## src/inc/aus_regs.svh

```systemverilog
// register map, field positions and timing counts of the async serial port
//
// Notes on behaviour
// async operation needs synchronous-select clear and port enable set.
// in nine-bit transmit a set ninth bit marks an address character.
// transmit polarity set inverts the whole transmit stream, idle included.
// setting transmitter enable raises buffer-empty flag when holding buffer empty.
// transmit interrupt when its enable, peripheral and global enables and flag set.
// load ninth bit first; writing transmit data starts the character.
// receive line oversampled sixteen times per bit; shift register steps per bit.
// finished character moves at once into a two-entry receive fifo.
// receiver runs only with receive enable, port enable and async selected.
// software sets receive pin as digital input and clears its analog select.
// a character starts on a falling edge while hunting for a start bit.
// start still high at half bit: drop silently, hunt again.
// each data bit taken at bit centre by majority vote, shifted in.
// stop position low sets framing error for that character, high clears it.
// after stop sample the character is pushed and data-available flag set.
// reading receive data returns oldest character and removes it.
// while overrun stands no further characters are accepted.
// data-available flag is read-only, high when enabled and data buffered.
// receive interrupt only with its enable, peripheral and global enables set.
// framing status kept per character; the oldest one is shown.
// framing status read-only, never blocks reception, follows fifo reads.
// port enable clear forces framing status clear; receive enable clear keeps it.
// lsb first, one low start bit, high stop bit, idle line high.
// third character with two unread sets overrun; cleared by either enable.
// received ninth bit shown for the oldest unread character.
// oversampling tick from divisor pair and two rate-select bits.
`ifndef AUS_REGS_SVH
`define AUS_REGS_SVH

`define AUS_ADDR_BAUD_CTL  4'h0
`define AUS_ADDR_RX_CTL    4'h1
`define AUS_ADDR_BRG_LO    4'h2
`define AUS_ADDR_BRG_HI    4'h3
`define AUS_ADDR_TX_DATA   4'h4
`define AUS_ADDR_TX_CTL    4'h5
`define AUS_ADDR_RX_DATA   4'h6
`define AUS_ADDR_INT_FLAG  4'h7
`define AUS_ADDR_INT_EN    4'h8
`define AUS_ADDR_CORE_INT  4'h9

`define AUS_TX_NINE        6
`define AUS_TX_EN          5
`define AUS_TX_SYNC        4
`define AUS_TX_HIGH_RATE   2
`define AUS_TX_EMPTY       1
`define AUS_TX_NINTH       0
`define AUS_TX_WMASK       8'hfd

`define AUS_RC_PORT_EN     7
`define AUS_RC_NINE        6
`define AUS_RC_CONT_EN     4
`define AUS_RC_ADDR_DET    3
`define AUS_RC_WMASK       8'hf8

`define AUS_BC_RX_IDLE     6
`define AUS_BC_POLARITY    4
`define AUS_BC_WIDE        3
`define AUS_BC_WMASK       8'h1b

`define AUS_INT_RX         5
`define AUS_INT_TX         4
`define AUS_CI_GLOBAL      7
`define AUS_CI_PERIPH      6

`define AUS_TX_CTL_RESET   8'h02
`define AUS_ZERO_RESET     8'h00

`define AUS_OS_LAST        4'hf
`define AUS_OS_HALF        4'h7
`define AUS_OS_VOTE        4'hd
`define AUS_BITS_8         4'h8
`define AUS_BITS_9         4'h9
`define AUS_FRAME_8        4'ha
`define AUS_FRAME_9        4'hb
`define AUS_PRE_SLOW       2'h3
`define AUS_PRE_FAST       2'h0
`define AUS_FIFO_FULL      2'h2

`endif

```

## src/inc/aus_pkg.sv

```systemverilog
// types shared by the async serial port design
package aus_pkg;
	typedef enum logic [1:0] {
		AUS_RX_HUNT,
		AUS_RX_START,
		AUS_RX_DATA,
		AUS_RX_STOP
	} aus_rx_state_t;
	typedef logic [7:0] aus_byte_t;
endpackage : aus_pkg

```

## src/rtl/aus_baud_gen.sv

```systemverilog
// oversampling tick divider
`timescale 1ns/1ps
`default_nettype none
`include "aus_regs.svh"
module aus_baud_gen
	import aus_pkg::*;
(
	input  wire logic        clk,
	input  wire logic        arst_n,
	input  wire logic        run,
	input  wire logic [15:0] divisor,
	input  wire logic        wide,
	input  wire logic        high_rate,
	output var  logic        tick
);
	logic [15:0] cnt_reg;
	logic [1:0]  pre_reg;
	logic [15:0] reload;
	logic [1:0]  pre_last;

	assign reload   = wide ? divisor : {8'h00, divisor[7:0]};
	assign pre_last = (!wide && !high_rate) ? `AUS_PRE_SLOW : `AUS_PRE_FAST;

	// divisor and prescale
	always_ff @(posedge clk or negedge arst_n) begin
		if (!arst_n) begin
			cnt_reg <= 16'h0000;
			pre_reg <= 2'h0;
			tick    <= 1'b0;
		end else if (!run) begin
			cnt_reg <= 16'h0000;
			pre_reg <= 2'h0;
			tick    <= 1'b0;
		end else if (cnt_reg == 16'h0000) begin
			cnt_reg <= reload;
			tick    <= (pre_reg >= pre_last);
			pre_reg <= (pre_reg >= pre_last) ? 2'h0 : pre_reg + 2'h1;
		end else begin
			cnt_reg <= cnt_reg - 16'h0001;
			tick    <= 1'b0;
		end
	end
endmodule : aus_baud_gen
`default_nettype wire

```

## src/rtl/aus_core.sv

```systemverilog
// async serial port: register file, transmitter, receiver and receive fifo
`timescale 1ns/1ps
`default_nettype none
`include "aus_regs.svh"
module aus_core
	import aus_pkg::*;
(
	input  wire logic       clk,
	input  wire logic       arst_n,
	input  wire logic [3:0] reg_addr,
	input  wire logic [7:0] reg_wdata,
	input  wire logic       reg_wr,
	input  wire logic       reg_rd,
	output var  logic [7:0] reg_rdata,
	input  wire logic       receive_line_pin,
	output var  logic       tx_pin_out,
	output var  logic       tx_pin_oe,
	output var  logic       tx_irq,
	output var  logic       rx_irq
);
	////////////////////////////////////////////////////////////////////////////////
	// control registers
	aus_byte_t baud_control_reg;
	aus_byte_t receive_status_control_reg;
	aus_byte_t baud_divisor_low_reg;
	aus_byte_t baud_divisor_high_reg;
	aus_byte_t transmit_status_control_reg;
	aus_byte_t peripheral_interrupt_enable_reg;
	aus_byte_t core_interrupt_control_reg;

	logic port_enable;
	logic sync_select;
	logic async_on;
	logic tx_on;
	logic rx_on;
	logic tick;

	// async select
	assign port_enable = receive_status_control_reg[`AUS_RC_PORT_EN];
	assign sync_select = transmit_status_control_reg[`AUS_TX_SYNC];
	assign async_on    = port_enable & ~sync_select;
	assign tx_on       = async_on & transmit_status_control_reg[`AUS_TX_EN];
	// receiver gating
	assign rx_on       = async_on & receive_status_control_reg[`AUS_RC_CONT_EN];

	always_ff @(posedge clk or negedge arst_n) begin
		if (!arst_n) begin
			baud_control_reg                <= `AUS_ZERO_RESET;
			receive_status_control_reg      <= `AUS_ZERO_RESET;
			baud_divisor_low_reg            <= `AUS_ZERO_RESET;
			baud_divisor_high_reg           <= `AUS_ZERO_RESET;
			transmit_status_control_reg     <= `AUS_ZERO_RESET;
			peripheral_interrupt_enable_reg <= `AUS_ZERO_RESET;
			core_interrupt_control_reg      <= `AUS_ZERO_RESET;
		end else if (reg_wr) begin
			unique case (reg_addr)
				`AUS_ADDR_BAUD_CTL: baud_control_reg <= reg_wdata & `AUS_BC_WMASK;
				`AUS_ADDR_RX_CTL:   receive_status_control_reg <= reg_wdata & `AUS_RC_WMASK;
				`AUS_ADDR_BRG_LO:   baud_divisor_low_reg <= reg_wdata;
				`AUS_ADDR_BRG_HI:   baud_divisor_high_reg <= reg_wdata;
				`AUS_ADDR_TX_CTL:   transmit_status_control_reg <= reg_wdata & `AUS_TX_WMASK;
				`AUS_ADDR_INT_EN:   peripheral_interrupt_enable_reg <= reg_wdata;
				`AUS_ADDR_CORE_INT: core_interrupt_control_reg <= reg_wdata;
				default: ;
			endcase
		end
	end

	////////////////////////////////////////////////////////////////////////////////
	// oversampling tick
	aus_baud_gen u_baud (
		.clk       (clk),
		.arst_n    (arst_n),
		.run       (async_on),
		.divisor   ({baud_divisor_high_reg, baud_divisor_low_reg}),
		.wide      (baud_control_reg[`AUS_BC_WIDE]),
		.high_rate (transmit_status_control_reg[`AUS_TX_HIGH_RATE]),
		.tick      (tick)
	);

	////////////////////////////////////////////////////////////////////////////////
	// transmit holding buffer
	logic      hold_full_reg;
	aus_byte_t hold_data_reg;
	logic      hold_ninth_reg;
	logic      tx_busy_reg;
	logic      tx_load;
	logic      tx_data_wr;
	logic      tx_empty_flag;

	assign tx_data_wr = reg_wr && (reg_addr == `AUS_ADDR_TX_DATA) && tx_on;
	assign tx_load    = tx_on & hold_full_reg & ~tx_busy_reg;

	// ninth bit latched with data write
	always_ff @(posedge clk or negedge arst_n) begin
		if (!arst_n) begin
			hold_full_reg  <= 1'b0;
			hold_data_reg  <= `AUS_ZERO_RESET;
			hold_ninth_reg <= 1'b0;
		end else if (!tx_on) begin
			hold_full_reg  <= 1'b0;
		end else if (tx_data_wr) begin
			hold_full_reg  <= 1'b1;
			hold_data_reg  <= reg_wdata;
			hold_ninth_reg <= transmit_status_control_reg[`AUS_TX_NINTH];
		end else if (tx_load) begin
			hold_full_reg  <= 1'b0;
		end
	end

	// empty flag follows enable
	assign tx_empty_flag = tx_on & ~hold_full_reg;

	////////////////////////////////////////////////////////////////////////////////
	// transmit shifter
	logic [10:0] tx_shift_reg;
	logic [3:0]  tx_left_reg;
	logic [3:0]  tx_os_reg;

	always_ff @(posedge clk or negedge arst_n) begin
		if (!arst_n) begin
			tx_busy_reg  <= 1'b0;
			tx_shift_reg <= 11'h7ff;
			tx_left_reg  <= 4'h0;
			tx_os_reg    <= 4'h0;
		end else if (!tx_on) begin
			tx_busy_reg  <= 1'b0;
			tx_shift_reg <= 11'h7ff;
			tx_os_reg    <= 4'h0;
		end else if (tx_load) begin
			tx_busy_reg <= 1'b1;
			tx_os_reg   <= 4'h0;
			// ninth bit as address mark
			// start low, lsb first, stop high
			if (transmit_status_control_reg[`AUS_TX_NINE]) begin
				tx_shift_reg <= {1'b1, hold_ninth_reg, hold_data_reg, 1'b0};
				tx_left_reg  <= `AUS_FRAME_9;
			end else begin
				tx_shift_reg <= {2'b11, hold_data_reg, 1'b0};
				tx_left_reg  <= `AUS_FRAME_8;
			end
		end else if (tx_busy_reg && tick) begin
			tx_os_reg <= tx_os_reg + 4'h1;
			if (tx_os_reg == `AUS_OS_LAST) begin
				tx_shift_reg <= {1'b1, tx_shift_reg[10:1]};
				tx_left_reg  <= tx_left_reg - 4'h1;
				if (tx_left_reg == 4'h1) begin
					tx_busy_reg <= 1'b0;
				end
			end
		end
	end

	// polarity inverts line and idle
	always_ff @(posedge clk or negedge arst_n) begin
		if (!arst_n) begin
			tx_pin_out <= 1'b1;
			tx_pin_oe  <= 1'b0;
		end else begin
			tx_pin_out <= (tx_busy_reg ? tx_shift_reg[0] : 1'b1)
				^ baud_control_reg[`AUS_BC_POLARITY];
			tx_pin_oe  <= async_on;
		end
	end

	////////////////////////////////////////////////////////////////////////////////
	// receive line synchroniser
	logic rx_meta_reg;
	logic rx_sync_reg;
	logic rx_prev_reg;

	always_ff @(posedge clk or negedge arst_n) begin
		if (!arst_n) begin
			rx_meta_reg <= 1'b1;
			rx_sync_reg <= 1'b1;
			rx_prev_reg <= 1'b1;
		end else begin
			rx_meta_reg <= receive_line_pin;
			rx_sync_reg <= rx_meta_reg;
			rx_prev_reg <= rx_sync_reg;
		end
	end

	////////////////////////////////////////////////////////////////////////////////
	// receive data recovery
	aus_rx_state_t rx_state_reg;
	logic [3:0]    rx_os_reg;
	logic [3:0]    rx_left_reg;
	logic [1:0]    rx_vote_reg;
	logic [8:0]    rsr_reg;
	logic          rx_framing_error_status_reg;
	logic          rx_done_reg;
	logic          overrun_reg;
	logic          vote;
	logic          rx_nine;

	assign rx_nine = receive_status_control_reg[`AUS_RC_NINE];
	// two-of-three majority
	assign vote = (rx_vote_reg[1] & rx_vote_reg[0]) | (rx_vote_reg[1] & rx_sync_reg)
		| (rx_vote_reg[0] & rx_sync_reg);

	// sixteen ticks per bit
	always_ff @(posedge clk or negedge arst_n) begin
		if (!arst_n) begin
			rx_vote_reg <= 2'b11;
		end else if (tick && rx_os_reg >= `AUS_OS_VOTE) begin
			rx_vote_reg <= {rx_vote_reg[0], rx_sync_reg};
		end
	end

	always_ff @(posedge clk or negedge arst_n) begin
		if (!arst_n) begin
			rx_state_reg <= AUS_RX_HUNT;
			rx_os_reg    <= 4'h0;
			rx_left_reg  <= 4'h0;
			rsr_reg      <= 9'h000;
			rx_framing_error_status_reg  <= 1'b0;
			rx_done_reg  <= 1'b0;
		end else if (!rx_on) begin
			rx_state_reg <= AUS_RX_HUNT;
			rx_os_reg    <= 4'h0;
			rx_done_reg  <= 1'b0;
		end else begin
			rx_done_reg <= 1'b0;
			unique case (rx_state_reg)
				AUS_RX_HUNT: begin
					// falling edge starts
					// no start while overrun
					if (!overrun_reg && rx_prev_reg && !rx_sync_reg) begin
						rx_state_reg <= AUS_RX_START;
						rx_os_reg    <= 4'h0;
					end
				end
				AUS_RX_START: begin
					if (tick) begin
						rx_os_reg <= rx_os_reg + 4'h1;
						// half-bit start check
						if (rx_os_reg == `AUS_OS_HALF) begin
							rx_os_reg <= 4'h0;
							if (!rx_sync_reg) begin
								rx_state_reg <= AUS_RX_DATA;
								rx_left_reg  <= rx_nine ? `AUS_BITS_9 : `AUS_BITS_8;
							end else begin
								rx_state_reg <= AUS_RX_HUNT;
							end
						end
					end
				end
				AUS_RX_DATA: begin
					if (tick) begin
						rx_os_reg <= rx_os_reg + 4'h1;
						// shift voted bit
						if (rx_os_reg == `AUS_OS_LAST) begin
							rsr_reg     <= {vote, rsr_reg[8:1]};
							rx_left_reg <= rx_left_reg - 4'h1;
							if (rx_left_reg == 4'h1) begin
								rx_state_reg <= AUS_RX_STOP;
							end
						end
					end
				end
				AUS_RX_STOP: begin
					if (tick) begin
						rx_os_reg <= rx_os_reg + 4'h1;
						// stop sample sets framing
						if (rx_os_reg == `AUS_OS_LAST) begin
							rx_framing_error_status_reg  <= ~vote;
							rx_done_reg  <= 1'b1;
							rx_state_reg <= AUS_RX_HUNT;
						end
					end
				end
			endcase
		end
	end

	////////////////////////////////////////////////////////////////////////////////
	// receive fifo
	aus_byte_t  fifo_data[2];
	logic [1:0] fifo_ninth;
	logic [1:0] fifo_framing_error_status;
	logic       wr_ptr_reg;
	logic       rd_ptr_reg;
	logic [1:0] count_reg;
	logic       accept;
	logic       push;
	logic       pop;
	aus_byte_t  rx_char;
	logic       rx_char_ninth;
	logic       rx_avail_flag;
	logic       top_framing_error_status;
	logic       top_ninth;

	assign rx_char       = rx_nine ? rsr_reg[7:0] : rsr_reg[8:1];
	assign rx_char_ninth = rx_nine & rsr_reg[8];
	assign accept        = rx_done_reg && !(receive_status_control_reg[`AUS_RC_ADDR_DET]
		&& rx_nine && !rx_char_ninth);
	// read pops oldest
	assign pop  = reg_rd && (reg_addr == `AUS_ADDR_RX_DATA) && (count_reg != 2'h0);
	// push on completion
	assign push = accept && ((count_reg != `AUS_FIFO_FULL) || pop);

	generate
		for (genvar i = 0; i < 2; i++) begin : g_entry
			always_ff @(posedge clk or negedge arst_n) begin
				if (!arst_n) begin
					fifo_data[i]  <= `AUS_ZERO_RESET;
					fifo_ninth[i] <= 1'b0;
					fifo_framing_error_status[i]  <= 1'b0;
				end else if (push && wr_ptr_reg == 1'(i)) begin
					fifo_data[i]  <= rx_char;
					fifo_ninth[i] <= rx_char_ninth;
					// framing stored per entry
					fifo_framing_error_status[i]  <= rx_framing_error_status_reg;
				end
			end
		end
	endgenerate

	always_ff @(posedge clk or negedge arst_n) begin
		if (!arst_n) begin
			wr_ptr_reg <= 1'b0;
			rd_ptr_reg <= 1'b0;
			count_reg  <= 2'h0;
		end else if (!port_enable) begin
			wr_ptr_reg <= 1'b0;
			rd_ptr_reg <= 1'b0;
			count_reg  <= 2'h0;
		end else begin
			if (push) begin
				wr_ptr_reg <= ~wr_ptr_reg;
			end
			if (pop) begin
				rd_ptr_reg <= ~rd_ptr_reg;
			end
			count_reg <= count_reg + {1'b0, push} - {1'b0, pop};
		end
	end

	// overrun set and clear
	always_ff @(posedge clk or negedge arst_n) begin
		if (!arst_n) begin
			overrun_reg <= 1'b0;
		end else if (accept && count_reg == `AUS_FIFO_FULL && !pop) begin
			overrun_reg <= 1'b1;
		end else if (!rx_on) begin
			overrun_reg <= 1'b0;
		end
	end

	// framing follows top entry
	assign top_framing_error_status  = (count_reg != 2'h0) & fifo_framing_error_status[rd_ptr_reg];
	// ninth bit of top entry
	assign top_ninth = (count_reg != 2'h0) & fifo_ninth[rd_ptr_reg];
	// level flag
	assign rx_avail_flag = rx_on & (count_reg != 2'h0);

	////////////////////////////////////////////////////////////////////////////////
	// interrupt requests
	logic irq_gate;

	assign irq_gate = core_interrupt_control_reg[`AUS_CI_GLOBAL]
		& core_interrupt_control_reg[`AUS_CI_PERIPH];

	always_ff @(posedge clk or negedge arst_n) begin
		if (!arst_n) begin
			tx_irq <= 1'b0;
			rx_irq <= 1'b0;
		end else begin
			// transmit request
			tx_irq <= irq_gate & peripheral_interrupt_enable_reg[`AUS_INT_TX] & tx_empty_flag;
			// receive request
			rx_irq <= irq_gate & peripheral_interrupt_enable_reg[`AUS_INT_RX] & rx_avail_flag;
		end
	end

	////////////////////////////////////////////////////////////////////////////////
	// register read path
	always_ff @(posedge clk or negedge arst_n) begin
		if (!arst_n) begin
			reg_rdata <= `AUS_ZERO_RESET;
		end else if (reg_rd) begin
			unique case (reg_addr)
				`AUS_ADDR_BAUD_CTL: begin
					reg_rdata <= baud_control_reg;
					reg_rdata[`AUS_BC_RX_IDLE] <= (rx_state_reg == AUS_RX_HUNT);
				end
				`AUS_ADDR_RX_CTL:   reg_rdata <= {receive_status_control_reg[7:3],
					top_framing_error_status, overrun_reg, top_ninth};
				`AUS_ADDR_BRG_LO:   reg_rdata <= baud_divisor_low_reg;
				`AUS_ADDR_BRG_HI:   reg_rdata <= baud_divisor_high_reg;
				`AUS_ADDR_TX_CTL: begin
					reg_rdata <= transmit_status_control_reg;
					reg_rdata[`AUS_TX_EMPTY] <= ~tx_busy_reg;
				end
				`AUS_ADDR_RX_DATA:  reg_rdata <= (count_reg != 2'h0) ?
					fifo_data[rd_ptr_reg] : `AUS_ZERO_RESET;
				`AUS_ADDR_INT_FLAG: begin
					reg_rdata <= `AUS_ZERO_RESET;
					reg_rdata[`AUS_INT_RX] <= rx_avail_flag;
					reg_rdata[`AUS_INT_TX] <= tx_empty_flag;
				end
				`AUS_ADDR_INT_EN:   reg_rdata <= peripheral_interrupt_enable_reg;
				`AUS_ADDR_CORE_INT: reg_rdata <= core_interrupt_control_reg;
				default:            reg_rdata <= `AUS_ZERO_RESET;
			endcase
		end
	end
endmodule : aus_core
`default_nettype wire

```

## config.mk

```make
export PLATFORM = sky130hd
export DESIGN_NAME = aus_core
export DESIGN_NICKNAME = d
export VERILOG_FILES = /design/src/inc/aus_pkg.sv /design/src/rtl/aus_baud_gen.sv /design/src/rtl/aus_core.sv
export VERILOG_INCLUDE_DIRS = /design/src /design/src/inc
export SDC_FILE = /design/constraint.sdc
export NUM_CORES = 1
export LEC_CHECK = 0
export BUFFER_PORTS_ARGS = -buffer_cell sky130_fd_sc_hd__clkbuf_2
export CAP_MARGIN = 0
export CORE_ASPECT_RATIO = 1.2
export CORE_UTILIZATION = 49
export CTS_CLUSTER_DIAMETER = 30
export DETAILED_ROUTE_END_ITERATION = 10
export PLACE_DENSITY = 0.68
export SLEW_MARGIN = 20
export SYNTH_ARGS = -nofsm -noshare
export SYNTH_HDL_FRONTEND = slang
export SYNTH_HIERARCHICAL = 1
export SYNTH_SLANG_ARGS = --single-unit
```

## constraint.sdc

```tcl
create_clock -name clk -period 1.9 [get_ports clk]
set_input_delay 0.38 -clock clk [delete_from_list [all_inputs] [get_ports clk]]
set_output_delay 0.38 -clock clk [all_outputs]
set_load 0.05 [all_outputs]
```

======== After elaboration in Yosys (flattened, before gate mapping) ========
Cells that the tools add are included.
word-level totals
  flip-flop bits (word level) ............. 160
  input port bits ......................... 17
  logic and storage cells ................. 247
cells by class
  add/sub/neg operators ................... 8
  magnitude comparators ................... 4
  equality and inequality tests ........... 41
  muxes and demuxes ....................... 75
  bitwise logic cells ..................... 28
  reduce and logical (&&, ||, !) cells .... 49
operator list
  cell                                                                      number
  8-bit one-hot mux with 9 select lines                                     1
  4-bit 2-to-1 mux                                                          16
  16-bit 2-to-1 mux                                                         3
  11-bit 2-to-1 mux                                                         4
  8-bit 2-to-1 mux                                                          5
  2-bit 2-to-1 mux                                                          15
  1-bit 2-to-1 mux                                                          27
  4-bit by 3-bit equality test with 1-bit output (second input constant)    5
  1-bit bitwise AND                                                         18
  2-bit AND reduction                                                       9
  1-bit logical AND                                                         17
  4-bit equality test (second input constant)                               4
  16-bit logical NOT                                                        1
  16-bit by 1-bit subtractor with 16-bit output (second input constant)     1
  3-bit inequality test (second input constant)                             5
  4-bit by 1-bit equality test with 1-bit output (second input constant)    3
  2-bit by 1-bit inequality test with 1-bit output (second input constant)  6
  3-bit by 1-bit inequality test with 1-bit output (second input constant)  4
  3-bit by 2-bit inequality test with 1-bit output (second input constant)  4
  4-bit one-hot mux with 3 select lines                                     1
  10-bit 2-to-1 mux                                                         1
  3-bit AND reduction                                                       3
  4-bit by 1-bit adder with 4-bit output (second input constant)            2
  4-bit by 2-bit equality test with 1-bit output (second input constant)    2
  26 further kinds                                                          48

======== Logic depth before layout (Yosys ltp) ========
  word-level depth ........................ 9
  depth in mapped cells ................... 10
  gate-level depth less buffers ........... 9

======== Modules after synthesis ========
Netlist, hierarchy kept.
by module, submodules not included
  module        times used  cells each  area each (um^2)
  aus_core      1           572         6931.6
  aus_baud_gen  1           124         1152.4

======== Worst setup path after synthesis ========
No wires, ideal clock.
  path type ............................... register -> register
  start ................................... register u_baud.cnt_reg[6]
  end ..................................... register u_baud.cnt_reg[8]
  arrival ................................. 2.029 ns
  data required time ...................... 1.823 ns
  path slack .............................. -0.206 ns
  cell stages (with the launch flop) ...... 7
  path buffers ............................ 2
  path through ............................ dfrtp_1 -> or4_1 -> buf_2 -> or4_1 -> buf_2 -> or3_1 -> a21oi_1
on the way
  word-level cells in the longest chain between the ends .. 3
RTL lines
  element                                                                              RTL line                                text
  start, declared                                                                      aus_baud_gen.sv:16                      logic [15:0] cnt_reg;
  start signal, assigned                                                               aus_baud_gen.sv:35                      cnt_reg <= reload;
  start signal, assigned                                                               aus_baud_gen.sv:39                      cnt_reg <= cnt_reg - 16'h0001;
  16-bit by 1-bit subtractor with 16-bit output or 16-bit logical NOT (tied branches)  aus_baud_gen.sv:39, aus_baud_gen.sv:34
  16-bit 2-to-1 mux (*)                                                                aus_baud_gen.sv:34                      end else if (cnt_reg == 16'h0000) begin
  16-bit 2-to-1 mux (*)                                                                aus_baud_gen.sv:30                      end else if (!run) begin
Mark *: on every way between the ends. The rest lies on a longest branch, timed or not.
A chain may end at the register's enable or synchronous reset.

======== Worst setup path in the final report ========
  start ................................... register u_baud.cnt_reg[5]
  end ..................................... register u_baud.cnt_reg[10]
The elaborated chain is that of the path after synthesis.

==> key figures <==
Floorplan
  • Ports: 29
  • Cell Rows: 51
  • Die height: 142.7 um
  • Initial Util: 49.88%
  • Core area: 0.01621 sq mm
  • Die area: around 0.017 sq mm
  • Chip Width: 119.3 um

Routing
  • Starting DRC count in detailed routing: 378
  • Routed vias/inst: 5.852
  • 1st-pass router iterations: 5
  • DRC: 0
  • Final ANT Viol Nets: 0
  • Via count: 5934
  • Total Routed Length: 19.23 mm
  • Drt wl/cell: ~19 um

Synthesis
  • Number of flops mapped to enable cells by yosys: 0
  • Synth Net Count: 727
  • Syn Area/Cell: 11.61 sq um
  • Most numerous cell in the Yosys netlist: dfrtp_1
  • Top cells by area, synth: dfrtp_1 (44%), mux2_2 (12%), dfstp_2 (5.2%)
  • Netlist cell types: 75
  • Ys flop type: dfrtp_1
  • Synthesized-area fraction occupied by adder cells: 2.291%
  • Sequential cell area fraction in the yosys report: 49.47%
  • Synthesized area: 0.008084 sq mm
  • Synth top area share: 44.27%
  • Post-synth top area cell: dfrtp_1
  • Fraction of registers with async set/reset: 100.0%
  • Largest family of logic cells by synthesized area: multiplexers
  • Simple-Gate Fraction of Synth Area: approximately 14%
  • Register bit total from synthesis: around 160
  • Post-Syn Instances: 696
  • Post-synth top cells: dfrtp_1 (143), mux2_2 (88), nor2_1 (30)
  • Post-synthesis compound-gate area fraction: 11.34%
  • YS warnings: 6
  • Post-Synth XOR/XNOR Area: 1.950%
  • Mux cell area share after synthesis: 16.87%

Min path
  • Worst min-delay path class: input port to flip-flop
  • Hold Crit Start: receive_line_pin

STA
  • Worst-margin pin slew: 0.5196 ns
  • Final Hold Violating Endpoints: 0
  • Final worst path period need: 2.064 ns
  • Worst Skew: 0.006837 ns
  • Post-route setup slack: -0.1637 ns
  • Tcrit/Tclk final: 108.6%
  • Worst relative slew slack: 65.36%
  • F_max: 484.6 MHz
  • Final setup fails: 15
  • RSZ-0062 raised after global routing: true
  • Pins Over Slew Limit: 0

Clocking
  • CTS Root Cell: clkbuf_16
  • Maximum clock path buffer count: 2
  • CTS H-tree depth: 4
  • Clock sink count: 159
  • Total CTS buffers: 17
  • Clock latency on the worst-skew pair: 0.42 ns
  • CTS tree: done
  • CTS clk-pin slew, worst paths: 0.06 ns

Final layout
  • # fillers: 1334
  • Final-stage net count: 820
  • Multi-input logic area: 0.003880 sq mm
  • Fin cells: 1014
  • Area grow syn2layout: 20.72%
  • Share of cells above drive strength 1: a little under two fifths
  • Antenna diode count: 0
  • Register area: 0.003999 sq mm

Run status
  • Violations in the final reports: setup timing
  • Status: finished, violations left

Pwr
  • Flop pwr share: 39.1%
  • P_int: 7.381 mW
  • Psw: 3.040 mW
  • Switching Share: 29.17%
  • Leak Pwr: 4.439 nW
  • Maximum VDD drop: 634.9 uV
  • Clock power share: 34.2%
  • Total power: between 10 and 15 mW
  • P per Cell Area: 1068 mW/mm^2
  • Combinational share of power: 26.7%

Critical path
  • Reg2Reg Launch Point: u_baud/cnt_reg[5]
  • Reg-to-reg slack, setup: -0.16 ns
  • Worst-path cell chain: or4_4 -> buf_6 -> nand4bb_4 -> buf_8 -> o21ai_0 -> a21oi_1
  • Worst r2r path cells: 6
  • CP arrival: about 2.4 ns
  • Setup CP Type: flip-flop to flip-flop
  • Worst Setup EP: u_baud/cnt_reg[10]
  • Worst Setup SP: u_baud/cnt_reg[5]
  • Crit path required time: 2.20 ns
  • Worst setup SP type: flip-flop
  • R2r endpoint: u_baud/cnt_reg[10]
  • Crit path max fanout: 8
  • Slowest stage delay, CP: 0.55 ns
  • Crit end category: flip-flop
  • Slowest CP cell: or4_4

Global routing
  • Total GRT Usage: approximately a quarter
  • Remaining global-route overflow: 0
  • Largest net degree at the start of global routing: 54
  • Vias in the first global route: 6242
  • Initial antenna violation count: 0
  • First-pass GRT wire length: 31.64 mm

Placed design
  • DP Cell Count: between 900 and 1000
  • Hpwl dp: 13.86 mm
  • Port buffer count: 28
  • Final RePlAce weighted congestion: roughly 0.90

Run
  • Max cap viols: 0
[area by class of cell]
type	count	share of cell area (%)
clock buffers	20	4.679
clock inverters	12	1.692
inverters	23	0.8846
multi-input cells	472	39.76
flip-flops and latches	159	40.97
well taps	212	2.718
repair buffers	116	9.295
[layer usage]
metal	vias to the layer above	global-route usage [%]	routed length (um)	part of all wire [%]
met3	31	3.754	683	3.6
met1	3025	29.05	8203	43
li1	2742	-	-	-
met5	-	0	0	0
met4	0	9.793	390	2.0
met2	136	42.99	9956	52
[power by group through the flow]
| stage | registers (mW) | logic, mW | clock network (mW) |
|---|---|---|---|
| after floorplan | 4.11 | 1.47 | 0 |
| after global placement | 4.09 | 2.19 | 0 |
| after detailed placement | 4.12 | 2.27 | 0 |
| after CTS | 4.06 | 2.62 | 3.64 |
| after global routing | 4.11 | 2.99 | 3.78 |
| final | 4.07 | 2.78 | 3.57 |
[worst max-delay path: cells and delay by family, from the launching register on]
family	cells	cell delay, ns
buf+inv	2	0.36
compound gates	2	0.34
flops	1	0.38
simple gates	2	0.86
[cell families (layout without fill, tap and decap cells)]
| kind of cell | count (synthesis) | in the layout |
|---|---|---|
| AOI/OAI and AO/OA | 129 | 129 |
| xor gates and xnor gates | 18 | 18 |
| adders and majority gates | 15 | 15 |
| buffers and inverters | 65 | 171 |
| DFF | 159 | 159 |
| muxes | 117 | 117 |
| and+or+nand+nor | 193 | 193 |
[worst min-delay path by stage]
stage	end	slack [ns]	cells past startpoint
global route	rx_meta_reg	0.02	1
global placement	rx_sync_reg	0.35	0
CTS	rx_meta_reg	0.02	1
finish	rx_meta_reg	0.04	1
floorplan	baud_control_reg[0]	0.08	0
detailed placement	rx_sync_reg	0.35	0
[metrics by stage]
stage	setup TNS (ns)	setup WS [ns]	util [%]	hold WS [ns]	cell area (sq um)
final	-0.8609	-0.1637	60.21	0.03872	9759
after global routing	-1.821	-0.2666	60.21	0.02319	9759
after CTS	-0.8551	-0.1259	59.73	0.01908	9682
after detailed placement	-1.863	-0.2348	55.17	0.3469	8942
after global placement	-0.6790	-0.1519	55.17	0.3462	8942
after floorplan	-0.5929	-0.1833	-	0.08441	8110
[timing repair]
action                                 in CTS  in global routing
gates cloned                                3                  0
setup buffers                               0                  5
setup endpoints to repair                  20                 20
pin swaps                                   3                  6
hold buffers                                1                  0
gates resized for setup                    18                 13
endpoints found under the hold margin      42                  0
[placed cells by master (no fill, tap or decap), types with 7 or more instances in the layout]
cell type and count:
mux2_2 88, nand3_1 19, nand2_1 28, nor4_1 7, o21ai_0 24, buf_4 76
and2_1 12, a21oi_1 19, clkbuf_2 27, inv_1 23, a211oi_1 12, nor3_1 13
nand2b_1 10, xnor2_1 13, dfrtp_1 143, nor2_1 30, dfstp_2 16, mux2_4 10
clkbuf_16 17, nor2b_1 7, ha_1 13, mux2i_1 11, nand3b_1 8, and3_1 10
(Power assumes the default switching activity.)
